File: src/include/uart_link_pkg.sv
// Shared constants for the flow-controlled serial link: frame settings,
// baud divisors and event codes.
// Assumes a 40 MHz system clock on both ends.
package uart_link_pkg;

  // ****************************************
  // Clock and baud
  // ****************************************
  localparam int unsigned CLK_HZ = 40000000;
  localparam int unsigned BAUD_MIN = 1200;
  localparam int unsigned BAUD_DEFAULT = 115200;
  localparam int unsigned BAUD_MAX = 921600;
  // Oversampling by 16 keeps divisor error within budget across the range
  localparam int unsigned OVERSAMPLE = 16;
  localparam int unsigned DIV_W = 16;
  localparam logic [DIV_W-1:0] DIV_DEFAULT = DIV_W'(CLK_HZ / (OVERSAMPLE * BAUD_DEFAULT));
  localparam logic [DIV_W-1:0] DIV_MIN_RATE = DIV_W'(CLK_HZ / (OVERSAMPLE * BAUD_MIN));
  localparam logic [DIV_W-1:0] DIV_MAX_RATE = DIV_W'(CLK_HZ / (OVERSAMPLE * BAUD_MAX));
  localparam logic [DIV_W-1:0] DIV_ONE = 16'h0001;

  // Ticks per bit, half bit and one-and-a-half stop
  localparam logic [4:0] TICKS_BIT = 5'h10;
  localparam logic [4:0] TICKS_HALF = 5'h08;
  localparam logic [4:0] TICKS_STOP15 = 5'h18;
  localparam logic [4:0] TICK_ONE = 5'h01;
  // Two stop bits need 32 ticks, one more bit than the 5-bit counts hold
  localparam logic [5:0] TICKS_STOP2 = 6'h20;

  // ****************************************
  // Frame format
  // ****************************************
  localparam int unsigned DATA_W = 8;
  typedef enum logic [1:0] {LEN5, LEN6, LEN7, LEN8} len_t;
  typedef enum logic [1:0] {PAR_NONE, PAR_ODD, PAR_EVEN} par_t;
  typedef enum logic [1:0] {STOP1, STOP15, STOP2} stop_t;
  localparam logic [3:0] BASE_BITS = 4'h5;

  // ****************************************
  // Event codes, one per interrupt type
  // ****************************************
  localparam int unsigned NUM_EVT = 10;
  localparam int unsigned EV_RX_DONE = 0;
  localparam int unsigned EV_TX_DONE = 1;
  localparam int unsigned EV_TX_EMPTY = 2;
  localparam int unsigned EV_PARITY = 3;
  localparam int unsigned EV_FRAMING = 4;
  localparam int unsigned EV_OVERRUN = 5;
  localparam int unsigned EV_BREAK = 6;
  localparam int unsigned EV_CTS_CHG = 7;
  localparam int unsigned EV_RX_START = 8;
  localparam int unsigned EV_RTS_DROP = 9;

  // Number of data bits for a length code
  function automatic logic [3:0] dataBits(input len_t len);
    return BASE_BITS + 4'(len);
  endfunction : dataBits

endpackage : uart_link_pkg

File: src/include/uart_link_if.sv
// Wires joining the module end and the host end of the serial link.
// Assumes both ends share sys_clk; lines idle high, handshakes active low.
`timescale 1ns/1ps
interface uart_link_if;
  logic devTx;
  logic hostTx;
  logic devRtsN;
  logic hostRtsN;

  modport device (output devTx, input hostTx, output devRtsN, input hostRtsN);
  modport host (input devTx, output hostTx, input devRtsN, output hostRtsN);
endinterface : uart_link_if

File: src/logic/uart_port_engine.sv
// Serial port engine: one transmitter and one receiver with optional
// active-low flow control, used by both ends of the link.
// Assumes lines are synchronous to sys_clk and both ends share frame settings.
// Behaviour
// RL1: One channel, transmit and receive simultaneously
// RL2: Deserialize receive line, serialize written words
// RL3: Data only on crossed transmit/receive lines
// RL4: Ten distinct event types signalled to CPU
// RL5: Active-low handshakes; ignored when flow off
// RL6: Sender pauses while partner request deasserted
// RL7: Baud selectable 1200 to 921600, default 115200
// RL8: Five to eight bits, parity, stop choices
`timescale 1ns/1ps
module uart_port_engine (
  input wire logic sys_clk,
  input wire logic rst_n,
  input wire logic clkEn,
  input wire logic [uart_link_pkg::DIV_W-1:0] baudDiv,
  input wire uart_link_pkg::len_t charLen,
  input wire uart_link_pkg::par_t parity,
  input wire uart_link_pkg::stop_t stopBits,
  input wire logic flowEn,
  input wire logic [uart_link_pkg::DATA_W-1:0] txData,
  input wire logic txValid,
  output logic txReady,
  output logic [uart_link_pkg::DATA_W-1:0] rxData,
  output logic rxValid,
  input wire logic rxAck,
  output logic [uart_link_pkg::NUM_EVT-1:0] events,
  output logic txLine,
  input wire logic rxLine,
  output logic rtsN,
  input wire logic ctsN
);

  typedef enum logic [2:0] {IDLE, START, DATA, PAR, STOP} st_t;

  // ****************************************
  // Baud tick
  // ****************************************
  logic [uart_link_pkg::DIV_W-1:0] divCnt_ff, nxt_divCnt;
  logic tick;
  always_comb begin
    tick = (divCnt_ff <= uart_link_pkg::DIV_ONE);
    nxt_divCnt = tick ? baudDiv : divCnt_ff - uart_link_pkg::DIV_ONE; // see RL7
  end
  always_ff @(posedge sys_clk or negedge rst_n) begin
    if (!rst_n) begin
      divCnt_ff <= uart_link_pkg::DIV_DEFAULT;
    end else if (clkEn) begin
      divCnt_ff <= nxt_divCnt;
    end
  end

  function automatic logic [5:0] stopTicks(input uart_link_pkg::stop_t s);
    unique case (s)
      uart_link_pkg::STOP15: return 6'(uart_link_pkg::TICKS_STOP15);
      uart_link_pkg::STOP2: return uart_link_pkg::TICKS_STOP2;
      default: return 6'(uart_link_pkg::TICKS_BIT);
    endcase
  endfunction : stopTicks

  // ****************************************
  // Transmitter
  // ****************************************
  st_t txSt_ff, nxt_txSt;
  logic [uart_link_pkg::DATA_W-1:0] txSh_ff, nxt_txSh;
  logic [5:0] txTk_ff, nxt_txTk;
  logic [3:0] txBit_ff, nxt_txBit;
  logic txPar_ff, nxt_txPar;
  logic txLine_ff, nxt_txLine;
  logic txDone, ctsOk;
  always_comb begin
    ctsOk = !flowEn || !ctsN; // see RL5 see RL6
    nxt_txSt = txSt_ff;
    nxt_txSh = txSh_ff;
    nxt_txTk = txTk_ff;
    nxt_txBit = txBit_ff;
    nxt_txPar = txPar_ff;
    nxt_txLine = txLine_ff;
    txDone = 1'b0;
    unique case (txSt_ff)
      IDLE: begin
        nxt_txLine = 1'b1;
        if (txValid && ctsOk) begin
          nxt_txSh = txData; // see RL2
          nxt_txPar = (parity == uart_link_pkg::PAR_ODD);
          nxt_txSt = START;
          nxt_txTk = 6'(uart_link_pkg::TICKS_BIT);
          nxt_txLine = 1'b0;
        end
      end
      default: if (tick) begin
        nxt_txTk = txTk_ff - 6'(uart_link_pkg::TICK_ONE);
        if (txTk_ff == 6'(uart_link_pkg::TICK_ONE)) begin
          nxt_txTk = 6'(uart_link_pkg::TICKS_BIT);
          unique case (txSt_ff)
            START: begin
              nxt_txSt = DATA;
              nxt_txBit = '0;
              nxt_txLine = txSh_ff[0];
              nxt_txPar = txPar_ff ^ txSh_ff[0];
              nxt_txSh = txSh_ff >> 1;
            end
            DATA: begin
              nxt_txBit = txBit_ff + 4'h1;
              if (txBit_ff + 4'h1 == uart_link_pkg::dataBits(charLen)) begin // see RL8
                if (parity == uart_link_pkg::PAR_NONE) begin
                  nxt_txSt = STOP;
                  nxt_txLine = 1'b1;
                  nxt_txTk = 6'(stopTicks(stopBits));
                end else begin
                  nxt_txSt = PAR;
                  nxt_txLine = txPar_ff;
                end
              end else begin
                nxt_txLine = txSh_ff[0];
                nxt_txPar = txPar_ff ^ txSh_ff[0];
                nxt_txSh = txSh_ff >> 1;
              end
            end
            PAR: begin
              nxt_txSt = STOP;
              nxt_txLine = 1'b1;
              nxt_txTk = 6'(stopTicks(stopBits));
            end
            default: begin
              nxt_txSt = IDLE;
              txDone = 1'b1;
            end
          endcase
        end
      end
    endcase
  end
  always_ff @(posedge sys_clk or negedge rst_n) begin
    if (!rst_n) begin
      txSt_ff <= IDLE;
      txSh_ff <= '0;
      txTk_ff <= '0;
      txBit_ff <= '0;
      txPar_ff <= 1'b0;
      txLine_ff <= 1'b1;
    end else if (clkEn) begin
      txSt_ff <= nxt_txSt;
      txSh_ff <= nxt_txSh;
      txTk_ff <= nxt_txTk;
      txBit_ff <= nxt_txBit;
      txPar_ff <= nxt_txPar;
      txLine_ff <= nxt_txLine;
    end
  end
  assign txReady = (txSt_ff == IDLE) && ctsOk && clkEn;
  assign txLine = txLine_ff; // see RL3

  // ****************************************
  // Receiver, runs alongside the transmitter
  // ****************************************
  st_t rxSt_ff, nxt_rxSt; // see RL1
  logic [uart_link_pkg::DATA_W-1:0] rxSh_ff, nxt_rxSh, rxData_ff, nxt_rxData;
  logic [4:0] rxTk_ff, nxt_rxTk;
  logic [3:0] rxBit_ff, nxt_rxBit;
  logic rxPar_ff, nxt_rxPar, rxValid_ff, nxt_rxValid, rxLast_ff, ctsLast_ff;
  logic [uart_link_pkg::NUM_EVT-1:0] ev;
  always_comb begin
    nxt_rxSt = rxSt_ff;
    nxt_rxSh = rxSh_ff;
    nxt_rxData = rxData_ff;
    nxt_rxTk = rxTk_ff;
    nxt_rxBit = rxBit_ff;
    nxt_rxPar = rxPar_ff;
    nxt_rxValid = rxValid_ff && !rxAck;
    ev = '0;
    ev[uart_link_pkg::EV_TX_DONE] = txDone;
    ev[uart_link_pkg::EV_TX_EMPTY] = txDone && !txValid;
    ev[uart_link_pkg::EV_CTS_CHG] = flowEn && (ctsN != ctsLast_ff);
    unique case (rxSt_ff)
      IDLE: if (rxLast_ff && !rxLine) begin
        nxt_rxSt = START;
        nxt_rxTk = uart_link_pkg::TICKS_HALF;
        ev[uart_link_pkg::EV_RX_START] = 1'b1;
      end
      default: if (tick) begin
        nxt_rxTk = rxTk_ff - uart_link_pkg::TICK_ONE;
        if (rxTk_ff == uart_link_pkg::TICK_ONE) begin
          nxt_rxTk = uart_link_pkg::TICKS_BIT;
          unique case (rxSt_ff)
            START: begin
              nxt_rxSt = rxLine ? IDLE : DATA; // Glitch rejected at mid-bit
              nxt_rxBit = '0;
              nxt_rxSh = '0;
              nxt_rxPar = (parity == uart_link_pkg::PAR_ODD);
            end
            DATA: begin
              nxt_rxSh = rxSh_ff | (uart_link_pkg::DATA_W'(rxLine) << rxBit_ff); // see RL2
              nxt_rxPar = rxPar_ff ^ rxLine;
              nxt_rxBit = rxBit_ff + 4'h1;
              if (rxBit_ff + 4'h1 == uart_link_pkg::dataBits(charLen)) begin // see RL8
                nxt_rxSt = (parity == uart_link_pkg::PAR_NONE) ? STOP : PAR;
              end
            end
            PAR: begin
              nxt_rxSt = STOP;
              ev[uart_link_pkg::EV_PARITY] = (rxLine != rxPar_ff);
            end
            default: begin
              // Only the first stop bit is checked; extra stop time is idle
              nxt_rxSt = IDLE;
              ev[uart_link_pkg::EV_FRAMING] = !rxLine;
              ev[uart_link_pkg::EV_BREAK] = !rxLine && (rxSh_ff == '0);
              ev[uart_link_pkg::EV_RX_DONE] = 1'b1;
              ev[uart_link_pkg::EV_OVERRUN] = rxValid_ff && !rxAck;
              nxt_rxData = rxSh_ff;
              nxt_rxValid = 1'b1; // New word wins over the acknowledge
            end
          endcase
        end
      end
    endcase
    // Held buffer blocks the partner; dropping it is reported
    ev[uart_link_pkg::EV_RTS_DROP] = flowEn && nxt_rxValid && !rxValid_ff; // see RL4
  end
  always_ff @(posedge sys_clk or negedge rst_n) begin
    if (!rst_n) begin
      rxSt_ff <= IDLE;
      rxSh_ff <= '0;
      rxData_ff <= '0;
      rxTk_ff <= '0;
      rxBit_ff <= '0;
      rxPar_ff <= 1'b0;
      rxValid_ff <= 1'b0;
      rxLast_ff <= 1'b1;
      // Partner request idles low (ready), so no false change after reset
      ctsLast_ff <= 1'b0;
      events <= '0;
    end else if (clkEn) begin
      rxSt_ff <= nxt_rxSt;
      rxSh_ff <= nxt_rxSh;
      rxData_ff <= nxt_rxData;
      rxTk_ff <= nxt_rxTk;
      rxBit_ff <= nxt_rxBit;
      rxPar_ff <= nxt_rxPar;
      rxValid_ff <= nxt_rxValid;
      rxLast_ff <= rxLine;
      ctsLast_ff <= ctsN;
      events <= ev; // see RL4
    end
  end
  assign rxData = rxData_ff;
  assign rxValid = rxValid_ff;
  // Request-to-send asserted low while the receive word is free, and always when flow control is off
  assign rtsN = flowEn ? rxValid_ff : 1'b0; // see RL5 see RL6

endmodule : uart_port_engine

File: src/logic/uart_device_end.sv
// Module (device) end of the serial link: CPU word port to link pins.
// Assumes uart_port_engine and the link interface are compiled first.
`timescale 1ns/1ps
module uart_device_end (
  input wire logic sys_clk,
  input wire logic rst_n,
  input wire logic clkEn,
  input wire logic [uart_link_pkg::DIV_W-1:0] baudDiv,
  input wire uart_link_pkg::len_t charLen,
  input wire uart_link_pkg::par_t parity,
  input wire uart_link_pkg::stop_t stopBits,
  input wire logic flowEn,
  input wire logic [uart_link_pkg::DATA_W-1:0] txData,
  input wire logic txValid,
  output logic txReady,
  output logic [uart_link_pkg::DATA_W-1:0] rxData,
  output logic rxValid,
  input wire logic rxAck,
  output logic [uart_link_pkg::NUM_EVT-1:0] events,
  uart_link_if.device link
);
  uart_port_engine engine (
    .sys_clk(sys_clk), .rst_n(rst_n), .clkEn(clkEn), .baudDiv(baudDiv),
    .charLen(charLen), .parity(parity), .stopBits(stopBits), .flowEn(flowEn),
    .txData(txData), .txValid(txValid), .txReady(txReady), .rxData(rxData),
    .rxValid(rxValid), .rxAck(rxAck), .events(events),
    .txLine(link.devTx), .rxLine(link.hostTx), .rtsN(link.devRtsN), .ctsN(link.hostRtsN)
  ); // see RL3
endmodule : uart_device_end

File: src/flat_wrapper.sv
// flat-port wrapper written by rule: the top's interface ports become plain ports
module uart_device_end_flat 
  (sys_clk, rst_n, clkEn, baudDiv, charLen, parity, stopBits, flowEn, txData, txValid, txReady, rxData, rxValid, rxAck, events, link_devTx, link_hostTx, link_devRtsN, link_hostRtsN);
  uart_link_if link_i ();
  input wire logic sys_clk;
  input wire logic rst_n;
  input wire logic clkEn;
  input wire logic [uart_link_pkg::DIV_W-1:0] baudDiv;
  input wire uart_link_pkg::len_t charLen;
  input wire uart_link_pkg::par_t parity;
  input wire uart_link_pkg::stop_t stopBits;
  input wire logic flowEn;
  input wire logic [uart_link_pkg::DATA_W-1:0] txData;
  input wire logic txValid;
  output logic txReady;
  output logic [uart_link_pkg::DATA_W-1:0] rxData;
  output logic rxValid;
  input wire logic rxAck;
  output logic [uart_link_pkg::NUM_EVT-1:0] events;
  output wire logic [$bits(link_i.devTx)-1:0] link_devTx;
  input wire logic [$bits(link_i.hostTx)-1:0] link_hostTx;
  output wire logic [$bits(link_i.devRtsN)-1:0] link_devRtsN;
  input wire logic [$bits(link_i.hostRtsN)-1:0] link_hostRtsN;
  assign link_devTx = link_i.devTx;
  assign link_i.hostTx = link_hostTx;
  assign link_devRtsN = link_i.devRtsN;
  assign link_i.hostRtsN = link_hostRtsN;
  uart_device_end u_core (.sys_clk(sys_clk), .rst_n(rst_n), .clkEn(clkEn), .baudDiv(baudDiv), .charLen(charLen), .parity(parity), .stopBits(stopBits), .flowEn(flowEn), .txData(txData), .txValid(txValid), .txReady(txReady), .rxData(rxData), .rxValid(rxValid), .rxAck(rxAck), .events(events), .link(link_i));
endmodule
File: config.mk
export PLATFORM = sky130hd
export DESIGN_NAME = uart_device_end_flat
export DESIGN_NICKNAME = d
export VERILOG_FILES = /design/src/include/uart_link_pkg.sv /design/src/include/uart_link_if.sv /design/src/logic/uart_port_engine.sv /design/src/logic/uart_device_end.sv /design/src/flat_wrapper.sv
export SDC_FILE = /design/constraint.sdc
export NUM_CORES = 1
export LEC_CHECK = 0
export BUFFER_PORTS_ARGS = -buffer_cell sky130_fd_sc_hd__buf_2
export CORE_MARGIN = 3
export CORE_UTILIZATION = 60
export CTS_BUF_LIST = sky130_fd_sc_hd__clkbuf_8
export DETAILED_ROUTE_END_ITERATION = 10
export GPL_ROUTABILITY_DRIVEN = 1
export GPL_TIMING_DRIVEN = 0
export PLACE_DENSITY = 0.82
export SYNTH_ARGS = -nofsm -noshare
export SYNTH_HDL_FRONTEND = slang
export SYNTH_SLANG_ARGS = --single-unit
File: constraint.sdc
create_clock -name sys_clk -period 2.85 [get_ports sys_clk]
set_clock_uncertainty 0.05 [all_clocks]
set_input_delay 0.57 -clock sys_clk [delete_from_list [all_inputs] [get_ports sys_clk]]
set_output_delay 0.57 -clock sys_clk [all_outputs]
set_load 0.02 [all_outputs]
* Word-level counts from Yosys, hierarchy flattened
Index checks and enable logic that the tools add are counted.
Cells by class: add/subtract/negate cells 6, multiply operators 0, div/mod/pow operators 0, order comparisons 1, eq/ne operators 20, shift-type cells 1, multiplexer cells 70, bitwise logic cells 6, reduce and logical (&&, ||, !) cells 40
Operators with widths (number):
- $mux 8 | 5
- $mux 3 | 12
- $mux 6 | 6
- $pmux 8 s2 | 2
- $mux 1 | 27
- $reduce_and 5->1 | 5
- $pmux 6 s2 | 2
- $mux 5 | 4
- $pmux 3 s3 | 2
- $le 16x1->1 const B | 1
- $mux 16 | 1
- $pmux 4 s2 | 2
- $sub 16x1->16 const B | 1
- $eq 3x2->1 const B | 4
- $mux 4 | 3
- $reduce_bool 2->1 | 6
- $logic_and 1x1->1 | 10
- $add 4x1->4 const B | 2
- $eq 4x4->1 | 2
- $logic_not 8->1 | 1
- $or 8x8->8 | 1
- $shl 1x4->8 | 1
- $eq 3x1->1 const B | 2
- $eq 6x1->1 const B | 1
- other kinds (25) | 41
Word-level totals: register bits 81, bits in latches 0, bits in writable memories 0, bits in read-only memories 0, bits of input ports 38, output and inout bits 22, word-level logic and storage cells 161, memories 0

* Longest topological paths before layout
depth in word-level cells 8, mapped depth 9, depth with buffers taken out 8

* Worst setup path after synthesis
Ideal clock, no wire load.
path type input-to-reg, from in charLen[0], to reg u_core.engine.txSh_ff[0] (netlist name), setup time 125 ps, arrival time 2450 ps, data required time 2675 ps, path slack 225 ps, stages 7, path buffers 1, cell sequence ha_1 or4_1 a2111o_1 o311ai_0 or3_1 buf_6 mux2_4
Between the ends: longest elaborated chain between the ends 4
Ends and longest elaborated chain:
- start, declared | line flat_wrapper.sv:9 | input wire uart_link_pkg::len_t charLen;
- $add 3x2->4 | line uart_link_pkg.sv:55 | return BASE_BITS + 4'(len);
- $eq 4x4->1 | line uart_port_engine.sv:107 | if (txBit_ff + 4'h1 == uart_link_pkg::dataBits(charLen)) begin
- $ne 3x3->1 (no source line)
- $reduce_and 6->1 (no source line)
- end signal, assigned | line uart_port_engine.sv:146 | txSh_ff <= nxt_txSh;
- end, declared | line uart_port_engine.sv:67 | logic [uart_link_pkg::DATA_W-1:0] txSh_ff, nxt_txSh;
No other way between the ends. A chain may end at the register's enable or synchronous reset.

* Worst setup path in the final report
from reg u_core.engine.txBit_ff[0], to reg u_core.engine.txSh_ff[3] (netlist name)
Between the ends: longest elaborated chain between the ends 4
Ends and longest elaborated chain:
- start, declared | line uart_port_engine.sv:69 | logic [3:0] txBit_ff, nxt_txBit;
- start signal, assigned | line uart_port_engine.sv:148 | txBit_ff <= nxt_txBit;
- $add 4x1->4 | line uart_port_engine.sv:107
- $eq 4x4->1 | line uart_port_engine.sv:107
- $ne 3x3->1 (no source line)
- $reduce_and 6->1 (no source line)
No other way between the ends.

==> impl_metrics.ini <==
[layout]
nFillCells = 597
synthToLayoutAreaGrowth_pct = 14.1
drive_above_1_share = 0.213
layout_common_cells = sky130_fd_sc_hd__dfrtp_1 (76), sky130_fd_sc_hd__nand2_1 (64), sky130_fd_sc_hd__buf_2 (59), sky130_fd_sc_hd__o21ai_0 (42), sky130_fd_sc_hd__nor2_1 (41)
num-nets-final = 620
mostFrequentLayoutCell = sky130_fd_sc_hd__dfrtp_1
antenna_cells = 0

[worst_setup_path]
r2r.worst_path.cells = 7
worst_ep_arrival_time_ps = 2900
critPathLaunchType = register
cp-end-kind = register
worst-path-max-fanout = 9
critPathKind = register to register
worst_ep_required_time_ps = 3050

[run]
drv_cap = 0

[global_route]
grt_first_pass_wirelength_um = 18300
gr-total-overflow = 0
grt_pass1_vias = 3875
grt_max_degree = 54
grt_use_total = 0.261
antenna_found_initial = 0

[detailed_routing]
finalWirelength_um = 11200
drt_iter0_markers = 229
uppermost_layer_routed = met4
met2RoutedLength_um = 5320
detail_route.first_pass.iterations = 6
route.layer.met1.wl_um = 4960
routed_via_density = 6.14
avgRoutedWirePerCell_um = 16.6
detail-route-antenna-nets = 0
vias = 4148
drcViolationCount = 0
dr_wl_met3_um = 760

[clock_network]
h-tree-depth = 3
cts.sinks = 81
clk_latency_ps = 360
cts.repair_timing.setup_buffer_count = 0
post_cts_hold_buffer_count = 0
max-clock-path-buffers = 2
path_clk_slew_ps = 90
tritoncts = done
cts-root-buf = sky130_fd_sc_hd__clkbuf_8
cts_resized = 0
numCtsBuffers = 9

[synthesis]
synth_enable_flop_cells = 0
synth_cells = 503
synth_top_area_cells = sky130_fd_sc_hd__dfrtp_1 (41%), sky130_fd_sc_hd__nand2_1 (5.1%), sky130_fd_sc_hd__o21ai_0 (4.5%), sky130_fd_sc_hd__mux2_4 (3.5%), sky130_fd_sc_hd__nor2_1 (3.3%)
synth-compound-area-share = 0.192
mappedNetlistArea_um2 = 4680
ys.warnings.count = 0
multiplexer_fraction_of_the_synthesized_cell_area = 0.0696
synth.ff_latch_count = 81
postSynth.asyncResetShare = 1.00
synth_top_flop_cell = sky130_fd_sc_hd__dfrtp_1
synthSimpleGateAreaFrac = 0.226
synth_top_cell_by_area = sky130_fd_sc_hd__dfrtp_1
synth_top_family_by_area = simple AND/OR/NAND/NOR gates
synth_largest_type_area_fraction = 0.407
synthDistinctLibCells = 70
synth_fp_nets = 550
post_synth_xor_area_fraction = 0.0150
post_synth_fa_ha_maj_area_fraction = 0.0241
ys_seq_area_frac = 0.435
postSynthAreaPerCell_um2 = 9.30

[timing]
tightest_slew_ps = 1130
hold_viol_final = 0
grt_setup_unrepaired = false
min_period_over_period = 0.949
slew_violations = 0
timing.hold.ws_ps = 84.4
relSlewSlack = 0.238
finalSetupViolations = 0
min_period_ps = 2710
fmaxAchievable_mhz = 370

[place]
gp_congestion = 0.866
post-dp-hpwl_um = 7920
port_buffers = 58

[pwr]
leakagePower_nw = 2.54
totalPowerFinal_w = 0.00316
vdd_ir_drop_max_v = 0.000275
cellPowerDensity_nw_per_um2 = 593

[die]
dieWidth_um = 94.3
total_core_area_um2 = 7410
rows = 31
initial_utilization = 0.631
top_level_ports = 60
die_height_um = 94.3
die_area_um2 = 8890

[worst_hold_path]
hp-class = input port to asynchronous set/reset pin

[outcome]
outcome = finished clean
==> critical path, stage by stage (launching register included) <==
cell                       delay (ps)
sky130_fd_sc_hd__dfrtp_1          480
sky130_fd_sc_hd__ha_1             300
sky130_fd_sc_hd__or4_1            560
sky130_fd_sc_hd__a2111o_1         440
sky130_fd_sc_hd__o311ai_0         120
sky130_fd_sc_hd__or3_1            180
sky130_fd_sc_hd__buf_6            160
sky130_fd_sc_hd__mux2_4           310
==> cells by family after synthesis <==
| kind of cell | count (synthesis) |
|---|---|
| AND/OR/NAND/NOR | 198 |
| XOR/XNOR | 8 |
| multiplexers | 26 |
| flip-flops | 81 |
| buffers and inverters | 42 |
| adder cells (fa/ha/maj) | 9 |
| AO/OA/AOI/OAI | 139 |
==> layout make-up <==
class / instances / area [um^2] / share of cell area
Multi-Input combinational cell: 380 / 2470 / 0.463
Sequential cell: 81 / 2030 / 0.381
Timing Repair Buffer: 59 / 320 / 0.0600
Clock buffer: 9 / 124 / 0.0232
Tap cell: 99 / 124 / 0.0232
Buffer: 22 / 104 / 0.0195
Clock inverter: 6 / 85.1 / 0.0159
Inverter: 20 / 75.1 / 0.0141
==> through the flow <==
| step | setup WS [ps] | util | setup TNS (ps) | cells | cell area, um^2 |
|---|---|---|---|---|---|
| global route | 40.9 | 0.720 | 0 | 676 | 5340 |
| global placement | -39.1 | 0.687 | -246 | 660 | 5090 |
| detailed placement | -69.8 | 0.691 | -463 | 661 | 5120 |
| floorplan | 225 | - | 0 | 503 | 4680 |
| CTS | 150 | 0.719 | 0 | 676 | 5330 |
| finish | 145 | 0.720 | 0 | 676 | 5340 |
==> registers in the layout, indices dropped and copies added, names as in the netlist <==
register / flops
u_core.engine.txTk_ff: 6
u_core.engine.rxPar_ff: 1
u_core.engine.txPar_ff: 1
u_core.engine.rxSt_ff: 3
u_core.engine.divCnt_ff: 16
u_core.engine.rxValid: 1
u_core.engine.rxBit_ff: 4
u_core.engine.events: 10
u_core.engine.txBit_ff: 4
u_core.engine.rxData: 8
u_core.engine.txLine: 1
u_core.engine.rxSh_ff: 8
u_core.engine.txSt_ff: 3
u_core.engine.rxLast_ff: 1
u_core.engine.txSh_ff: 8
u_core.engine.rxTk_ff: 5
u_core.engine.ctsLast_ff: 1
==> cells in the mapped netlist (5+ instances only) <==
| cell type | number |
|---|---|
| sky130_fd_sc_hd__or3_1 | 7 |
| sky130_fd_sc_hd__o21a_1 | 5 |
| sky130_fd_sc_hd__mux2i_1 | 7 |
| sky130_fd_sc_hd__xor2_1 | 5 |
| sky130_fd_sc_hd__a21oi_1 | 26 |
| sky130_fd_sc_hd__ha_1 | 9 |
| sky130_fd_sc_hd__clkbuf_1 | 17 |
| sky130_fd_sc_hd__mux2_4 | 11 |
| sky130_fd_sc_hd__dfstp_2 | 5 |
| sky130_fd_sc_hd__nand3_1 | 10 |
| sky130_fd_sc_hd__nor4_1 | 7 |
| sky130_fd_sc_hd__nor2_1 | 41 |
| sky130_fd_sc_hd__nand4_1 | 5 |
| sky130_fd_sc_hd__o41ai_1 | 5 |
| sky130_fd_sc_hd__o31ai_1 | 5 |
| sky130_fd_sc_hd__a41oi_1 | 5 |
| sky130_fd_sc_hd__a31oi_1 | 11 |
| sky130_fd_sc_hd__nand2_1 | 64 |
| sky130_fd_sc_hd__inv_1 | 19 |
| sky130_fd_sc_hd__o21ai_0 | 42 |
| sky130_fd_sc_hd__mux2_2 | 8 |
| sky130_fd_sc_hd__nor3_1 | 13 |
| sky130_fd_sc_hd__dfrtp_1 | 76 |
| sky130_fd_sc_hd__o22ai_1 | 5 |
==> final timing paths <==
path | endpoint | slack (ps) | startpoint
setup / recovery | u_core.engine.txSh_ff[3] | 140 | u_core.engine.txBit_ff[0]
hold / removal | u_core.engine.divCnt_ff[10] | 80 | rst_n
setup reg to reg | u_core.engine.txSh_ff[3] | 140 | u_core.engine.txBit_ff[0]
hold reg to reg | u_core.engine.events[7] | 440 | u_core.engine.events[7]
max in group asynchronous | u_core.engine.rxLast_ff | 2010 | rst_n
min in group sys_clk | u_core.engine.txSh_ff[7] | 400 | txData[7]
==> per-layer routing <==
layer,GRT usage,up-vias
li1,-,1977
met1,0.357,1997
met2,0.424,156
met3,0.0505,18
met4,0.0722,0
met5,0,-
==> where the power goes <==
group          total, W  switching (W)  internal [W]
clock          0.000924       0.000437      0.000487
sequential      0.00149       0.000181       0.00131
combinational  0.000750       0.000448      0.000302
total           0.00316        0.00107       0.00210
(Power assumes the default switching activity.)
